$ cat src/rtl/lmf_consts.svh
// constants for the led driver mode state machine
`ifndef LMF_CONSTS_SVH
`define LMF_CONSTS_SVH
`define LMF_CLK_HZ          25000000
`define LMF_CH_N            12
`define LMF_ERR_PULSE_US    50
`define LMF_ERR_PULSE_CYC   ((`LMF_ERR_PULSE_US * `LMF_CLK_HZ) / 1000000)
`define LMF_INIT_UNIT_CYC   250
`define LMF_WD_UNIT_CYC     250
`define LMF_WD_OPTIONS      13
`define LMF_MIRROR_WORDS    36
`define LMF_CNT_W           20
`endif

$ cat src/rtl/lmf_pkg.sv
// types for the led driver mode state machine
package lmf_pkg;
  // one-hot operating modes
  typedef enum logic [5:0] {
    LMF_POR     = 6'h01,
    LMF_INIT    = 6'h02,
    LMF_NORMAL  = 6'h04,
    LMF_FS      = 6'h08,
    LMF_PROG    = 6'h10,
    LMF_OUTPUT_FAILURE_STATE = 6'h20
  } lmf_mode_t;
  // host command strobes, one cycle each
  typedef struct packed {
    logic reset_flag_clear;
    logic force_failsafe;
    logic failsafe_exit;
    logic lock_write;
    logic lock_value;
    logic force_error;
    logic register_reset;
    logic eeprom_reload;
    logic prog_sequence;
    logic instruction;
  } lmf_cmd_t;
endpackage : lmf_pkg

$ cat src/rtl/lmf_link_if.sv
// link between host controller and led driver mode logic
interface lmf_link_if;
  import lmf_pkg::*;
  lmf_cmd_t    cmd;             // command strobes from host
  logic        link_enabled;    // device answers the serial bus
  lmf_mode_t   mode;            // device mode seen by host readback
  logic        err_flag;        // error flag readback
  logic        pin_level_flag;  // failsafe select pin level readback
  logic        lock_flag;       // write lock readback
  logic        fault_dev_o;     // device drives fault line out (low)
  logic        fault_dev_oe;    // device pulls fault line
  logic        fault_in;        // resolved fault line level (testbench)
  modport device (input cmd, fault_in, output link_enabled, mode, err_flag,
                  pin_level_flag, lock_flag, fault_dev_o, fault_dev_oe);
  modport host (output cmd, input link_enabled, mode, err_flag, pin_level_flag,
                lock_flag, fault_in);
endinterface : lmf_link_if

$ cat src/rtl/lmf_device.sv
// device end: operating mode state machine with fault line and register reloads
`include "lmf_consts.svh"
module lmf_device
  import lmf_pkg::*;
(
  input  wire logic                  clk,             // 25 MHz clock
  input  wire logic                  rst,             // synchronous reset
  lmf_link_if.device                 link,            // host side
  input  wire logic                  supply_ok,       // supply above threshold
  input  wire logic                  regulator_ok,    // regulator above threshold
  input  wire logic                  failsafe_select_pin, // fail-safe set select
  input  wire logic                  ref_pin_high,    // reference pin raised
  input  wire logic                  overtemp,        // overtemperature
  input  wire logic [`LMF_CH_N-1:0]  channel_fault,   // per-channel output fault
  input  wire logic                  critical_fault,  // critical fault in normal
  input  wire logic                  noncrit_fault,   // non-critical fault in normal
  input  wire logic [3:0]            init_delay_setting,
  input  wire logic [3:0]            watchdog_period_setting,
  input  wire logic                  all_fail_select,
  input  wire logic [`LMF_CH_N-1:0]  failsafe0_channel_mask,
  input  wire logic [`LMF_CH_N-1:0]  failsafe1_channel_mask,
  input  wire logic [`LMF_CH_N-1:0]  stored_channel_diag_enable,
  input  wire logic [`LMF_CH_N-1:0]  host_channel_enable,  // host written enables
  input  wire logic                  host_enable_write,    // strobe for the above
  output logic      [`LMF_CH_N-1:0]  channel_on,      // channel drive
  output logic      [`LMF_CH_N-1:0]  channel_diag_enable,
  output logic                       low_current,     // low current fault mode
  output logic                       mirror_reload,   // pulse: mirrored regs reload
  output logic                       plain_clear      // pulse: unmirrored regs clear
);
  localparam int PULSE_CYC = `LMF_ERR_PULSE_CYC;

  // all state of the module
  typedef struct packed {
    lmf_mode_t                mode;
    logic [`LMF_CNT_W-1:0]    cnt;       // init delay or watchdog count
    logic [`LMF_CNT_W-1:0]    pulse;     // fault line pulse remainder
    logic                     hold;      // constant pull
    logic                     armed_n;   // report used, wait for flag clear
    logic                     err_flag;
    logic                     pin_flag;
    logic                     lock;
    logic [`LMF_CH_N-1:0]     en;
    logic [`LMF_CH_N-1:0]     diag;
    logic [`LMF_CH_N-1:0]     failed;
    logic                     lowc;
    logic                     reload;
    logic                     clear;
    logic                     link_en;   // flopped link enable
    logic                     oe;        // flopped fault line pull
  } lmf_dev_state_t;

  lmf_dev_state_t s_reg;
  lmf_dev_state_t s_next;
  logic [`LMF_CNT_W-1:0] init_lim;  // init delay in cycles
  logic [`LMF_CNT_W-1:0] wd_lim;    // watchdog period in cycles
  logic                  fs_entry;  // entering fail-safe this cycle
  logic                  any_fail;  // diagnosed channel fault

  // delay lengths; watchdog settings past the last option saturate
  always_comb begin
    init_lim = `LMF_CNT_W'((32'(init_delay_setting) + 1) * `LMF_INIT_UNIT_CYC);
    if (watchdog_period_setting >= 4'(`LMF_WD_OPTIONS)) begin
      wd_lim = `LMF_CNT_W'(`LMF_WD_OPTIONS * `LMF_WD_UNIT_CYC);
    end else begin
      wd_lim = `LMF_CNT_W'((32'(watchdog_period_setting) + 1) * `LMF_WD_UNIT_CYC);
    end
  end

  // next state
  always_comb begin
    s_next        = s_reg;
    s_next.reload = 1'b0;
    s_next.clear  = 1'b0;
    fs_entry      = 1'b0;
    any_fail      = |(channel_fault & s_reg.diag & s_reg.en);
    s_next.pin_flag = failsafe_select_pin;
    if (s_reg.pulse != '0) begin
      s_next.pulse = s_reg.pulse - 1'b1;
    end
    unique case (s_reg.mode)
      LMF_POR: begin
        if (supply_ok && regulator_ok) begin
          s_next.mode   = LMF_INIT;
          s_next.cnt    = '0;
          s_next.en     = '0;
          s_next.diag   = stored_channel_diag_enable;
          s_next.reload = 1'b1;
          s_next.clear  = 1'b1;
        end
      end
      LMF_INIT: begin
        s_next.cnt = s_reg.cnt + 1'b1;
        if (link.cmd.reset_flag_clear || s_reg.cnt >= init_lim) begin
          s_next.mode = LMF_NORMAL;
          s_next.cnt  = '0;
          s_next.err_flag = 1'b0;
        end
      end
      LMF_NORMAL: begin
        s_next.cnt = link.cmd.instruction ? '0 : s_reg.cnt + 1'b1;
        if (host_enable_write && !s_reg.lock) begin
          s_next.en = host_channel_enable;
        end
        if (link.cmd.reset_flag_clear) begin
          s_next.err_flag = 1'b0;
          s_next.armed_n  = 1'b0;
          s_next.hold     = 1'b0;
        end
        // report only; an event in the clear cycle wins so it is never lost
        if ((critical_fault || noncrit_fault || link.cmd.force_error) &&
            (!s_reg.armed_n || link.cmd.reset_flag_clear)) begin
          s_next.err_flag = 1'b1;
          s_next.armed_n  = 1'b1;
          s_next.hold     = critical_fault;
          if (!critical_fault) begin
            s_next.pulse = `LMF_CNT_W'(PULSE_CYC);
          end
        end
        if (link.cmd.register_reset) begin
          s_next.reload = 1'b1;
          s_next.clear  = 1'b1;
        end else if (link.cmd.eeprom_reload) begin
          s_next.reload = 1'b1;
        end
        if (ref_pin_high || link.cmd.prog_sequence) begin
          s_next.mode = LMF_PROG;
        end else if (link.cmd.force_failsafe || s_reg.cnt >= wd_lim) begin
          fs_entry = 1'b1;
        end
      end
      LMF_FS: begin
        s_next.en = failsafe_select_pin ? failsafe1_channel_mask : failsafe0_channel_mask;
        if (link.cmd.lock_write) begin
          s_next.lock = link.cmd.lock_value;
        end
        if (any_fail || !link.fault_in) begin
          s_next.mode     = LMF_OUTPUT_FAILURE_STATE;
          s_next.err_flag = 1'b1;
          s_next.failed   = channel_fault & s_reg.diag;
        end else if (link.cmd.failsafe_exit && !s_reg.lock) begin
          s_next.mode     = LMF_NORMAL;
          s_next.cnt      = '0;
          s_next.err_flag = 1'b0;
          s_next.armed_n  = 1'b0;
          s_next.hold     = 1'b0;
        end
      end
      LMF_OUTPUT_FAILURE_STATE: begin
        s_next.failed = s_reg.failed | (channel_fault & s_reg.diag);
        // all-fail on low line when all_fail_select is set, else failed only
        if (all_fail_select && !link.fault_in) begin
          s_next.en   = '0;
          s_next.diag = '0;
          s_next.lowc = 1'b1;
        end else begin
          s_next.en = (failsafe_select_pin ? failsafe1_channel_mask
                                           : failsafe0_channel_mask) & ~s_next.failed;
        end
      end
      LMF_PROG: begin
        // diagnostics ignored here; leave on fail-safe exit once the pin has dropped
        if (!ref_pin_high && link.cmd.failsafe_exit) begin
          s_next.mode = LMF_NORMAL;
          s_next.cnt  = '0;
        end
      end
    endcase
    if (fs_entry) begin
      s_next.mode   = LMF_FS;
      s_next.en     = failsafe_select_pin ? failsafe1_channel_mask : failsafe0_channel_mask;
      s_next.diag   = stored_channel_diag_enable;
      s_next.lock   = 1'b1;
      s_next.failed = '0;
      s_next.hold   = 1'b0;
      s_next.pulse  = '0;
      s_next.reload = 1'b1;
      s_next.clear  = 1'b1;
    end
    // rail dip wins over all; overtemp kept in every state
    if (!(supply_ok && regulator_ok)) begin
      s_next = '0;
      s_next.mode = LMF_POR;
    end else if (overtemp) begin
      s_next.en = '0;
    end
    // link enable worked out ahead so the pin comes from a flop
    s_next.link_en = (s_next.mode != LMF_POR) && !s_next.lowc;
    // line pull, also flopped to keep the open-drain pin glitch free
    s_next.oe      = s_next.hold || (s_next.pulse != '0) ||
                     (s_next.mode == LMF_OUTPUT_FAILURE_STATE && s_next.failed != '0);
  end

  // register the state; reset clears everything except mode, which goes to LMF_POR
  always_ff @(posedge clk) begin
    if (rst) begin
      s_reg      <= '0;
      s_reg.mode <= LMF_POR;
    end else begin
      s_reg <= s_next;
    end
  end

  // outputs straight from state flops, except fault_dev_o, tied low
  assign channel_on          = s_reg.en;
  assign channel_diag_enable = s_reg.diag;
  assign low_current         = s_reg.lowc;
  assign mirror_reload       = s_reg.reload;
  assign plain_clear         = s_reg.clear;
  assign link.mode           = s_reg.mode;
  assign link.err_flag       = s_reg.err_flag;
  assign link.pin_level_flag = s_reg.pin_flag;
  assign link.lock_flag      = s_reg.lock;
  // link silent in reset and low current mode
  assign link.link_enabled   = s_reg.link_en;
  assign link.fault_dev_o    = 1'b0;
  assign link.fault_dev_oe   = s_reg.oe;
endmodule : lmf_device

$ cat src/flat_wrapper.sv
// flat-port wrapper written by rule: the top's interface ports become plain ports
module lmf_device_flat import lmf_pkg::*;
  (clk, rst, supply_ok, regulator_ok, failsafe_select_pin, ref_pin_high, overtemp, channel_fault, critical_fault, noncrit_fault, init_delay_setting, watchdog_period_setting, all_fail_select, failsafe0_channel_mask, failsafe1_channel_mask, stored_channel_diag_enable, host_channel_enable, host_enable_write, channel_on, channel_diag_enable, low_current, mirror_reload, plain_clear, link_cmd, link_fault_in, link_link_enabled, link_mode, link_err_flag, link_pin_level_flag, link_lock_flag, link_fault_dev_o, link_fault_dev_oe);
  lmf_link_if link_i ();
  input  wire logic clk;
  input  wire logic rst;
  input  wire logic supply_ok;
  input  wire logic regulator_ok;
  input  wire logic failsafe_select_pin;
  input  wire logic ref_pin_high;
  input  wire logic overtemp;
  input  wire logic [`LMF_CH_N-1:0] channel_fault;
  input  wire logic critical_fault;
  input  wire logic noncrit_fault;
  input  wire logic [3:0] init_delay_setting;
  input  wire logic [3:0] watchdog_period_setting;
  input  wire logic all_fail_select;
  input  wire logic [`LMF_CH_N-1:0] failsafe0_channel_mask;
  input  wire logic [`LMF_CH_N-1:0] failsafe1_channel_mask;
  input  wire logic [`LMF_CH_N-1:0] stored_channel_diag_enable;
  input  wire logic [`LMF_CH_N-1:0] host_channel_enable;
  input  wire logic host_enable_write;
  output logic      [`LMF_CH_N-1:0] channel_on;
  output logic      [`LMF_CH_N-1:0] channel_diag_enable;
  output logic low_current;
  output logic mirror_reload;
  output logic plain_clear;
  input wire logic [$bits(link_i.cmd)-1:0] link_cmd;
  input wire logic [$bits(link_i.fault_in)-1:0] link_fault_in;
  output wire logic [$bits(link_i.link_enabled)-1:0] link_link_enabled;
  output wire logic [$bits(link_i.mode)-1:0] link_mode;
  output wire logic [$bits(link_i.err_flag)-1:0] link_err_flag;
  output wire logic [$bits(link_i.pin_level_flag)-1:0] link_pin_level_flag;
  output wire logic [$bits(link_i.lock_flag)-1:0] link_lock_flag;
  output wire logic [$bits(link_i.fault_dev_o)-1:0] link_fault_dev_o;
  output wire logic [$bits(link_i.fault_dev_oe)-1:0] link_fault_dev_oe;
  assign link_i.cmd = link_cmd;
  assign link_i.fault_in = link_fault_in;
  assign link_link_enabled = link_i.link_enabled;
  assign link_mode = link_i.mode;
  assign link_err_flag = link_i.err_flag;
  assign link_pin_level_flag = link_i.pin_level_flag;
  assign link_lock_flag = link_i.lock_flag;
  assign link_fault_dev_o = link_i.fault_dev_o;
  assign link_fault_dev_oe = link_i.fault_dev_oe;
  lmf_device u_core (.clk(clk), .rst(rst), .link(link_i), .supply_ok(supply_ok), .regulator_ok(regulator_ok), .failsafe_select_pin(failsafe_select_pin), .ref_pin_high(ref_pin_high), .overtemp(overtemp), .channel_fault(channel_fault), .critical_fault(critical_fault), .noncrit_fault(noncrit_fault), .init_delay_setting(init_delay_setting), .watchdog_period_setting(watchdog_period_setting), .all_fail_select(all_fail_select), .failsafe0_channel_mask(failsafe0_channel_mask), .failsafe1_channel_mask(failsafe1_channel_mask), .stored_channel_diag_enable(stored_channel_diag_enable), .host_channel_enable(host_channel_enable), .host_enable_write(host_enable_write), .channel_on(channel_on), .channel_diag_enable(channel_diag_enable), .low_current(low_current), .mirror_reload(mirror_reload), .plain_clear(plain_clear));
endmodule
$ cat config.mk
export PLATFORM = sky130hd
export DESIGN_NAME = lmf_device_flat
export DESIGN_NICKNAME = d
export VERILOG_FILES = /design/src/rtl/lmf_pkg.sv /design/src/rtl/lmf_link_if.sv /design/src/rtl/lmf_device.sv /design/src/flat_wrapper.sv
export VERILOG_INCLUDE_DIRS = /design/src /design/src/rtl
export SDC_FILE = /design/constraint.sdc
export NUM_CORES = 1
export LEC_CHECK = 0
export BUFFER_PORTS_ARGS = -buffer_cell sky130_fd_sc_hd__buf_2
export CAP_MARGIN = 0
export CORE_UTILIZATION = 52
export CTS_CLUSTER_DIAMETER = 150
export DETAILED_ROUTE_END_ITERATION = 7
export PLACE_DENSITY = 0.77
export SLEW_MARGIN = 0
export SYNTH_ARGS = -nofsm -noshare
export SYNTH_HDL_FRONTEND = slang
export SYNTH_SLANG_ARGS = --single-unit
export TNS_END_PERCENT = 100
$ cat constraint.sdc
create_clock -name clk -period 7.37 [get_ports clk]
set_input_delay 1.8425 -clock clk [delete_from_list [all_inputs] [get_ports clk]]
set_output_delay 1.8425 -clock clk [all_outputs]
set_load 0.1 [all_outputs]
# After elaboration in Yosys (flattened, before gate mapping)
# Index checks and enable logic that the tools add are counted.
totals:
  input_bits: 90
  output_inout_bits: 39
  wordCells: 133
  regBits: 92
classes:
  bitwise_logic: 6
  eq_ne: 16
  mux: 45
  n_reduce_logical: 41
  add_sub_neg: 4
  n_lt_le_gt_ge: 3
  multipliers: 2
ops:
  columns: ["operator", "n"]
  rows:
  - ["$pmux W26 S5", 1]
  - ["$mux W20", 6]
  - ["$mux W26", 3]
  - ["$mul A32 B7 Y19 const B", 2]
  - ["$mux W12", 5]
  - ["$mux W51", 1]
  - ["$pmux W12 S2", 2]
  - ["$pmux W12 S4", 1]
  - ["$ge A20 B20 Y1", 2]
  - ["$reduce_bool A20 Y1", 2]
  - ["$mux W37", 1]
  - ["$and A12 B12 Y12", 3]
  - ["$mux W23", 1]
  - ["$mux W21", 1]
  - ["$add A20 B1 Y20 const B", 1]
  - ["$sub A20 B1 Y20 const B", 1]
  - ["$mux W6", 3]
  - ["$mux W17", 1]
  - ["$eq A6 B6 Y1 const B", 2]
  - ["$mux W1", 12]
  - ["$not A12 Y12", 1]
  - ["$or A12 B12 Y12", 1]
  - ["$reduce_and A4 Y1", 3]
  - ["$reduce_bool A12 Y1", 1]
  - ["other kinds (27)", 60]

# Depth between registers and ports, before layout
depth:
  depth_word: 13
  mapped_depth: 27
  depth_no_buf: 25

# Worst setup path after synthesis
# Ideal clock, no wire load.
synth_path:
  path_kind: "input to register"
  start: "input watchdog_period_setting[0]"
  end: "register u_core.s_reg (netlist bit u_core.channel_diag_enable[10])"
  slack_ns: -0.008
  setup_ns: 0.070
  n_path_buf: 2
  required_time_ns: 7.300
  stages: 22
  t_arrival_ns: 7.307
  path_cell_list: "ha_1 > xor2_1 > fa_1 > fa_1 > fa_1 > ha_1 > inv_1 > o21bai_1 > a221o_1 > a21o_1 > a21oi_1 > xnor2_1 > nand2_1 > ha_1 > a211oi_1 > nand3_1 > o311ai_0 > clkbuf_1 > and2_1 > clkbuf_1 > nand2_1 > a21oi_1"
synth_between:
  elab_chain_cells: 10
  elab_cells_between_ends: 13
  classes_between: "add/sub: 1; mul: 1; order compare: 2; eq/ne: 1; mux: 5; reduce/logical: 3"
synth_rtl:
  columns: ["element", "line_no", "source"]
  rows:
  - ["start, declared", "flat_wrapper.sv:16", "input wire logic [3:0] watchdog_period_setting;"]
  - ["$add A4 B1 Y5", "lmf_device.sv:66", "wd_lim = `LMF_CNT_W'((32'(watchdog_period_setting) + 1) * `LMF_WD_UNIT_CYC);"]
  - ["$mul A32 B7 Y19 (no line)", null, null]
  - ["$mux W20 *", "lmf_device.sv:63", "if (watchdog_period_setting >= 4'(`LMF_WD_OPTIONS)) begin"]
  - ["$ge A20 B20 Y1 *", "lmf_device.sv:128", "end else if (link.cmd.force_failsafe || s_reg.cnt >= wd_lim) begin"]
  - ["$logic_or A1 B1 Y1 *", "lmf_device.sv:128", null]
  - ["$mux W1 *", "lmf_device.sv:128", null]
  - ["$mux W1 *", "lmf_device.sv:126", "if (ref_pin_high || link.cmd.prog_sequence) begin"]
  - ["$mux W1 *", "lmf_device.sv:81", "unique case (s_reg.mode)"]
  - ["$ne A3 B1 Y1 (no line) / $reduce_bool A3 Y1 (equally long branches)", null, null]
  - ["$reduce_and A2 Y1 (no line)", null, null]
  - ["end signal, assigned", "lmf_device.sv:200", "s_reg <= s_next;"]
  - ["end, declared", "lmf_device.sv:53", "lmf_dev_state_t s_reg;"]
# Every way passes the cells marked *; elsewhere a longest branch is shown, timed or not.
# A chain may end at the register's enable or synchronous reset.

# Final worst setup path
layout_path:
  start: "input init_delay_setting[2]"
  end: "register u_core.s_reg (netlist bit u_core.link.fault_dev_oe)"
layout_between:
  elab_chain_cells: 11
layout_rtl:
  columns: ["element", "line_no", "source"]
  rows:
  - ["start, declared", "flat_wrapper.sv:15", "input wire logic [3:0] init_delay_setting;"]
  - ["$add A4 B1 Y5", "lmf_device.sv:62", "init_lim = `LMF_CNT_W'((32'(init_delay_setting) + 1) * `LMF_INIT_UNIT_CYC);"]
  - ["$mul A32 B7 Y19 (no line)", null, null]
  - ["$ge A20 B20 Y1", "lmf_device.sv:94", "if (link.cmd.reset_flag_clear || s_reg.cnt >= init_lim) begin"]
  - ["$logic_or A1 B1 Y1", "lmf_device.sv:94", null]
  - ["$mux W26", "lmf_device.sv:94", null]
  - ["$pmux W26 S5", "lmf_device.sv:81", null]
  - ["$mux W6", "lmf_device.sv:169", "if (fs_entry) begin"]
  - ["$mux W51", "lmf_device.sv:181", "if (!(supply_ok && regulator_ok)) begin"]
  - ["$eq A6 B6 Y1", "lmf_device.sv:191", "(s_next.mode == LMF_OUTPUT_FAILURE_STATE && s_next.failed != '0);"]
  - ["$logic_and A1 B1 Y1", "lmf_device.sv:191", null]
  - ["$logic_or A1 B1 Y1", "lmf_device.sv:190", "s_next.oe = s_next.hold || (s_next.pulse != '0) ||"]
# No other way between the ends.

==> flow_summary.json <==
{
  "outcome": "complete, no violations",
  "syn_inst": 895,
  "synth-seq-cells": 92,
  "wl_um": 18100,
  "hold_depth": 1,
  "power_mw": 2.34,
  "cp.depth": 27,
  "nFillCells": 1225,
  "finClkSkew_ns": 0.00708,
  "min_to": "u_core.link.link_enabled$_SDFF_PP0_",
  "path_clk_slew_ns": 0.07,
  "num_antenna_cells": 0,
  "synth_area_per_cell_um2": 8.15,
  "clockBufferDepth": 2,
  "cp.arrival_ns": 7.20,
  "die_w_um": 120,
  "cts.sinks": 92,
  "antenna_found_initial": 0,
  "synth_top_area_share": 0.253,
  "area_growth_pct": 16.3,
  "drc": 0,
  "seq_area_um2": 1840,
  "path_buf_inv": 6,
  "r2r_start": "u_core.link.mode[4]$_SDFF_PP0_",
  "maxCapViolCount": 0,
  "syn_area_um2": 7290,
  "crit_top_cell": "inv_1",
  "cts_buffers": 9,
  "synth_cell_types": 63,
  "hold_path.class": "flop to flop",
  "reg2reg_depth": 8,
  "hold_slack_ns": 0.453,
  "grt_start_max_net_pins": 21,
  "io_pins": 129,
  "dp_hpwl_um": 14400,
  "tightest_slew_ns": 0.999,
  "crit_required_ns": 7.58,
  "rr_endpoint": "u_core.s_reg[85]$_SDFFE_PP0P_",
  "dr_total_vias": 6733,
  "cp-end-kind": "flop",
  "start_util": 0.542,
  "cts_tree": "done",
  "synth.most_common_cell": "dfxtp_1",
  "clkLatencyLatePin_ns": 0.35,
  "cp_max_fo": 5,
  "setup_viol": 0,
  "p_leak_nw": 3.93,
  "async_flop_share": 0,
  "synth_edf_count": 0,
  "worstSetupStartpointType": "input port",
  "path_delay_family": "adder cells",
  "yosys_most_used_dff": "dfxtp_1",
  "overflow": 0,
  "drv_slew": 0,
  "dieArea_um2": 14500,
  "io_buffers": 127,
  "drtPass1Iterations": 5,
  "hold_start": "u_core.low_current$_SDFF_PP0_",
  "drt_iter0_markers": 638,
  "design.core.area_um2": 13500,
  "grtUsageTotal": 0.254,
  "fmax_ghz": 0.143,
  "num_rows": 42,
  "ir_drop_v": 0.000205,
  "finalHoldViolCount": 0,
  "layout-drive-gt1-share": 0.204,
  "reg2reg_slack_ns": 3.98,
  "p_per_area_nw_per_um2": 276,
  "yosys_warnings": 0,
  "final_nets": 1200,
  "period_minus_slack_ns": 6.98,
  "slew_headroom": 0.333,
  "yosysSeqAreaShare": 0.253,
  "grt_pass1_vias": 6458,
  "ant_nets": 0,
  "rsz0062_at_grt": "false",
  "slowest_delay_ns": 0.53,
  "yosys.area.top_type": "dfxtp_1",
  "place_congestion": 0.924,
  "synthTopCellsByArea": "dfxtp_1, ha_1, fa_1",
  "wl_per_cell_um": 15.2,
  "via_per_inst": 5.65,
  "grt_pass1_wl_um": 29800,
  "htreeDepth": 3,
  "cts-root-buf": "clkbuf_16",
  "ys_top_cells_by_count": "dfxtp_1, nor2_1, ha_1",
  "synthesis.nets": 1085,
  "largest_reg_flops": 54,
  "worst_path_max_delay_cell": "fa_1",
  "die_h_um": 120,
  "worst-setup-path-type": "input port to flop",
  "multiInputGateArea_um2": 4920,
  "period_share": 0.948
}
[power breakdown]
group | internal [mW] | leakage, nW | total [mW] | switching, mW
logic | 0.584 | 3.04 | 1.32 | 0.735
registers | 0.533 | 0.744 | 0.575 | 0.0422
clock network | 0.238 | 0.144 | 0.450 | 0.213
[area by class of cell]
cell class	instances	share of cell area
flip-flops and latches	92	0.217
well taps	176	0.0260
inverters	57	0.0252
repair buffers	168	0.117
clock buffers	9	0.0266
multi-input cells	682	0.580
clock inverters	7	0.00782
[worst max path at each step]
stage,startpoint,slack (ns),end
after floorplan,watchdog_period_setting[0],0.13,u_core.channel_diag_enable[10]$_SDFFE_PP0P_
after global placement,init_delay_setting[0],-0.17,u_core.link.fault_dev_oe$_SDFF_PP0_
after detailed placement,watchdog_period_setting[0],-0.29,u_core.channel_on[1]$_SDFFE_PP0P_
after CTS,watchdog_period_setting[0],0.04,u_core.channel_on[9]$_SDFFE_PP0P_
after global routing,init_delay_setting[2],0.02,u_core.link.fault_dev_oe$_SDFF_PP0_
final,init_delay_setting[2],0.39,u_core.link.fault_dev_oe$_SDFF_PP0_
[cells by family (layout without fill, tap and decap cells)]
family,count (synthesis),in the layout,share of synthesized area
compound gates,177,177,0.162
xor+xnor,56,56,0.0683
fa+ha+maj,100,100,0.192
buf+inv,121,241,0.0800
flops,92,92,0.253
mux,13,13,0.0178
other cells,1,1,0.000514
simple gates,335,335,0.227
[per-stage QoR]
stage          utilization  cells  worst slack [ns]  area, um^2  TNS (ns)
2_1_floorplan            -    895             0.132        7290         0
3_3_place_gp         0.603   1173            -0.169        8120     -6.91
3_5_place_dp         0.603   1173            -0.286        8120    -13.84
4_1_cts              0.625   1189            0.0426        8410         0
5_1_grt              0.630   1191            0.0248        8480         0
6_report             0.630   1191             0.387        8480         0
[timing repair]
item                                    CTS  global route
resized for setup                         0             8
buffers inserted                          0             2
endpoints found under the setup margin    0            86
hold buffers                              0             0
hold endpoints to repair                  0             0
[metal layers]
| metal | routed length [um] | share of wire | track usage | vias up |
|---|---|---|---|---|
| li1 | - | - | - | 3348 |
| met1 | 7970 | 0.44 | 0.322 | 3128 |
| met2 | 8700 | 0.48 | 0.439 | 222 |
| met3 | 990 | 0.055 | 0.0363 | 35 |
| met4 | 436 | 0.024 | 0.0880 | 0 |
| met5 | 0 | 0 | 0 | - |
[cells in the final DEF (no fill, tap or decap), types with 15 or more instances in the layout]
cell	count
a31oi_1	19
dfxtp_1	92
inv_1	57
nor2_1	91
a211oi_1	16
nor3_1	24
xnor2_1	29
nand3_1	44
ha_1	80
o21ai_0	15
buf_2	127
fa_1	20
nand2_1	77
a21oi_1	59
nand2b_1	16
buf_4	37
xor2_1	24
(Power assumes the default switching activity.)
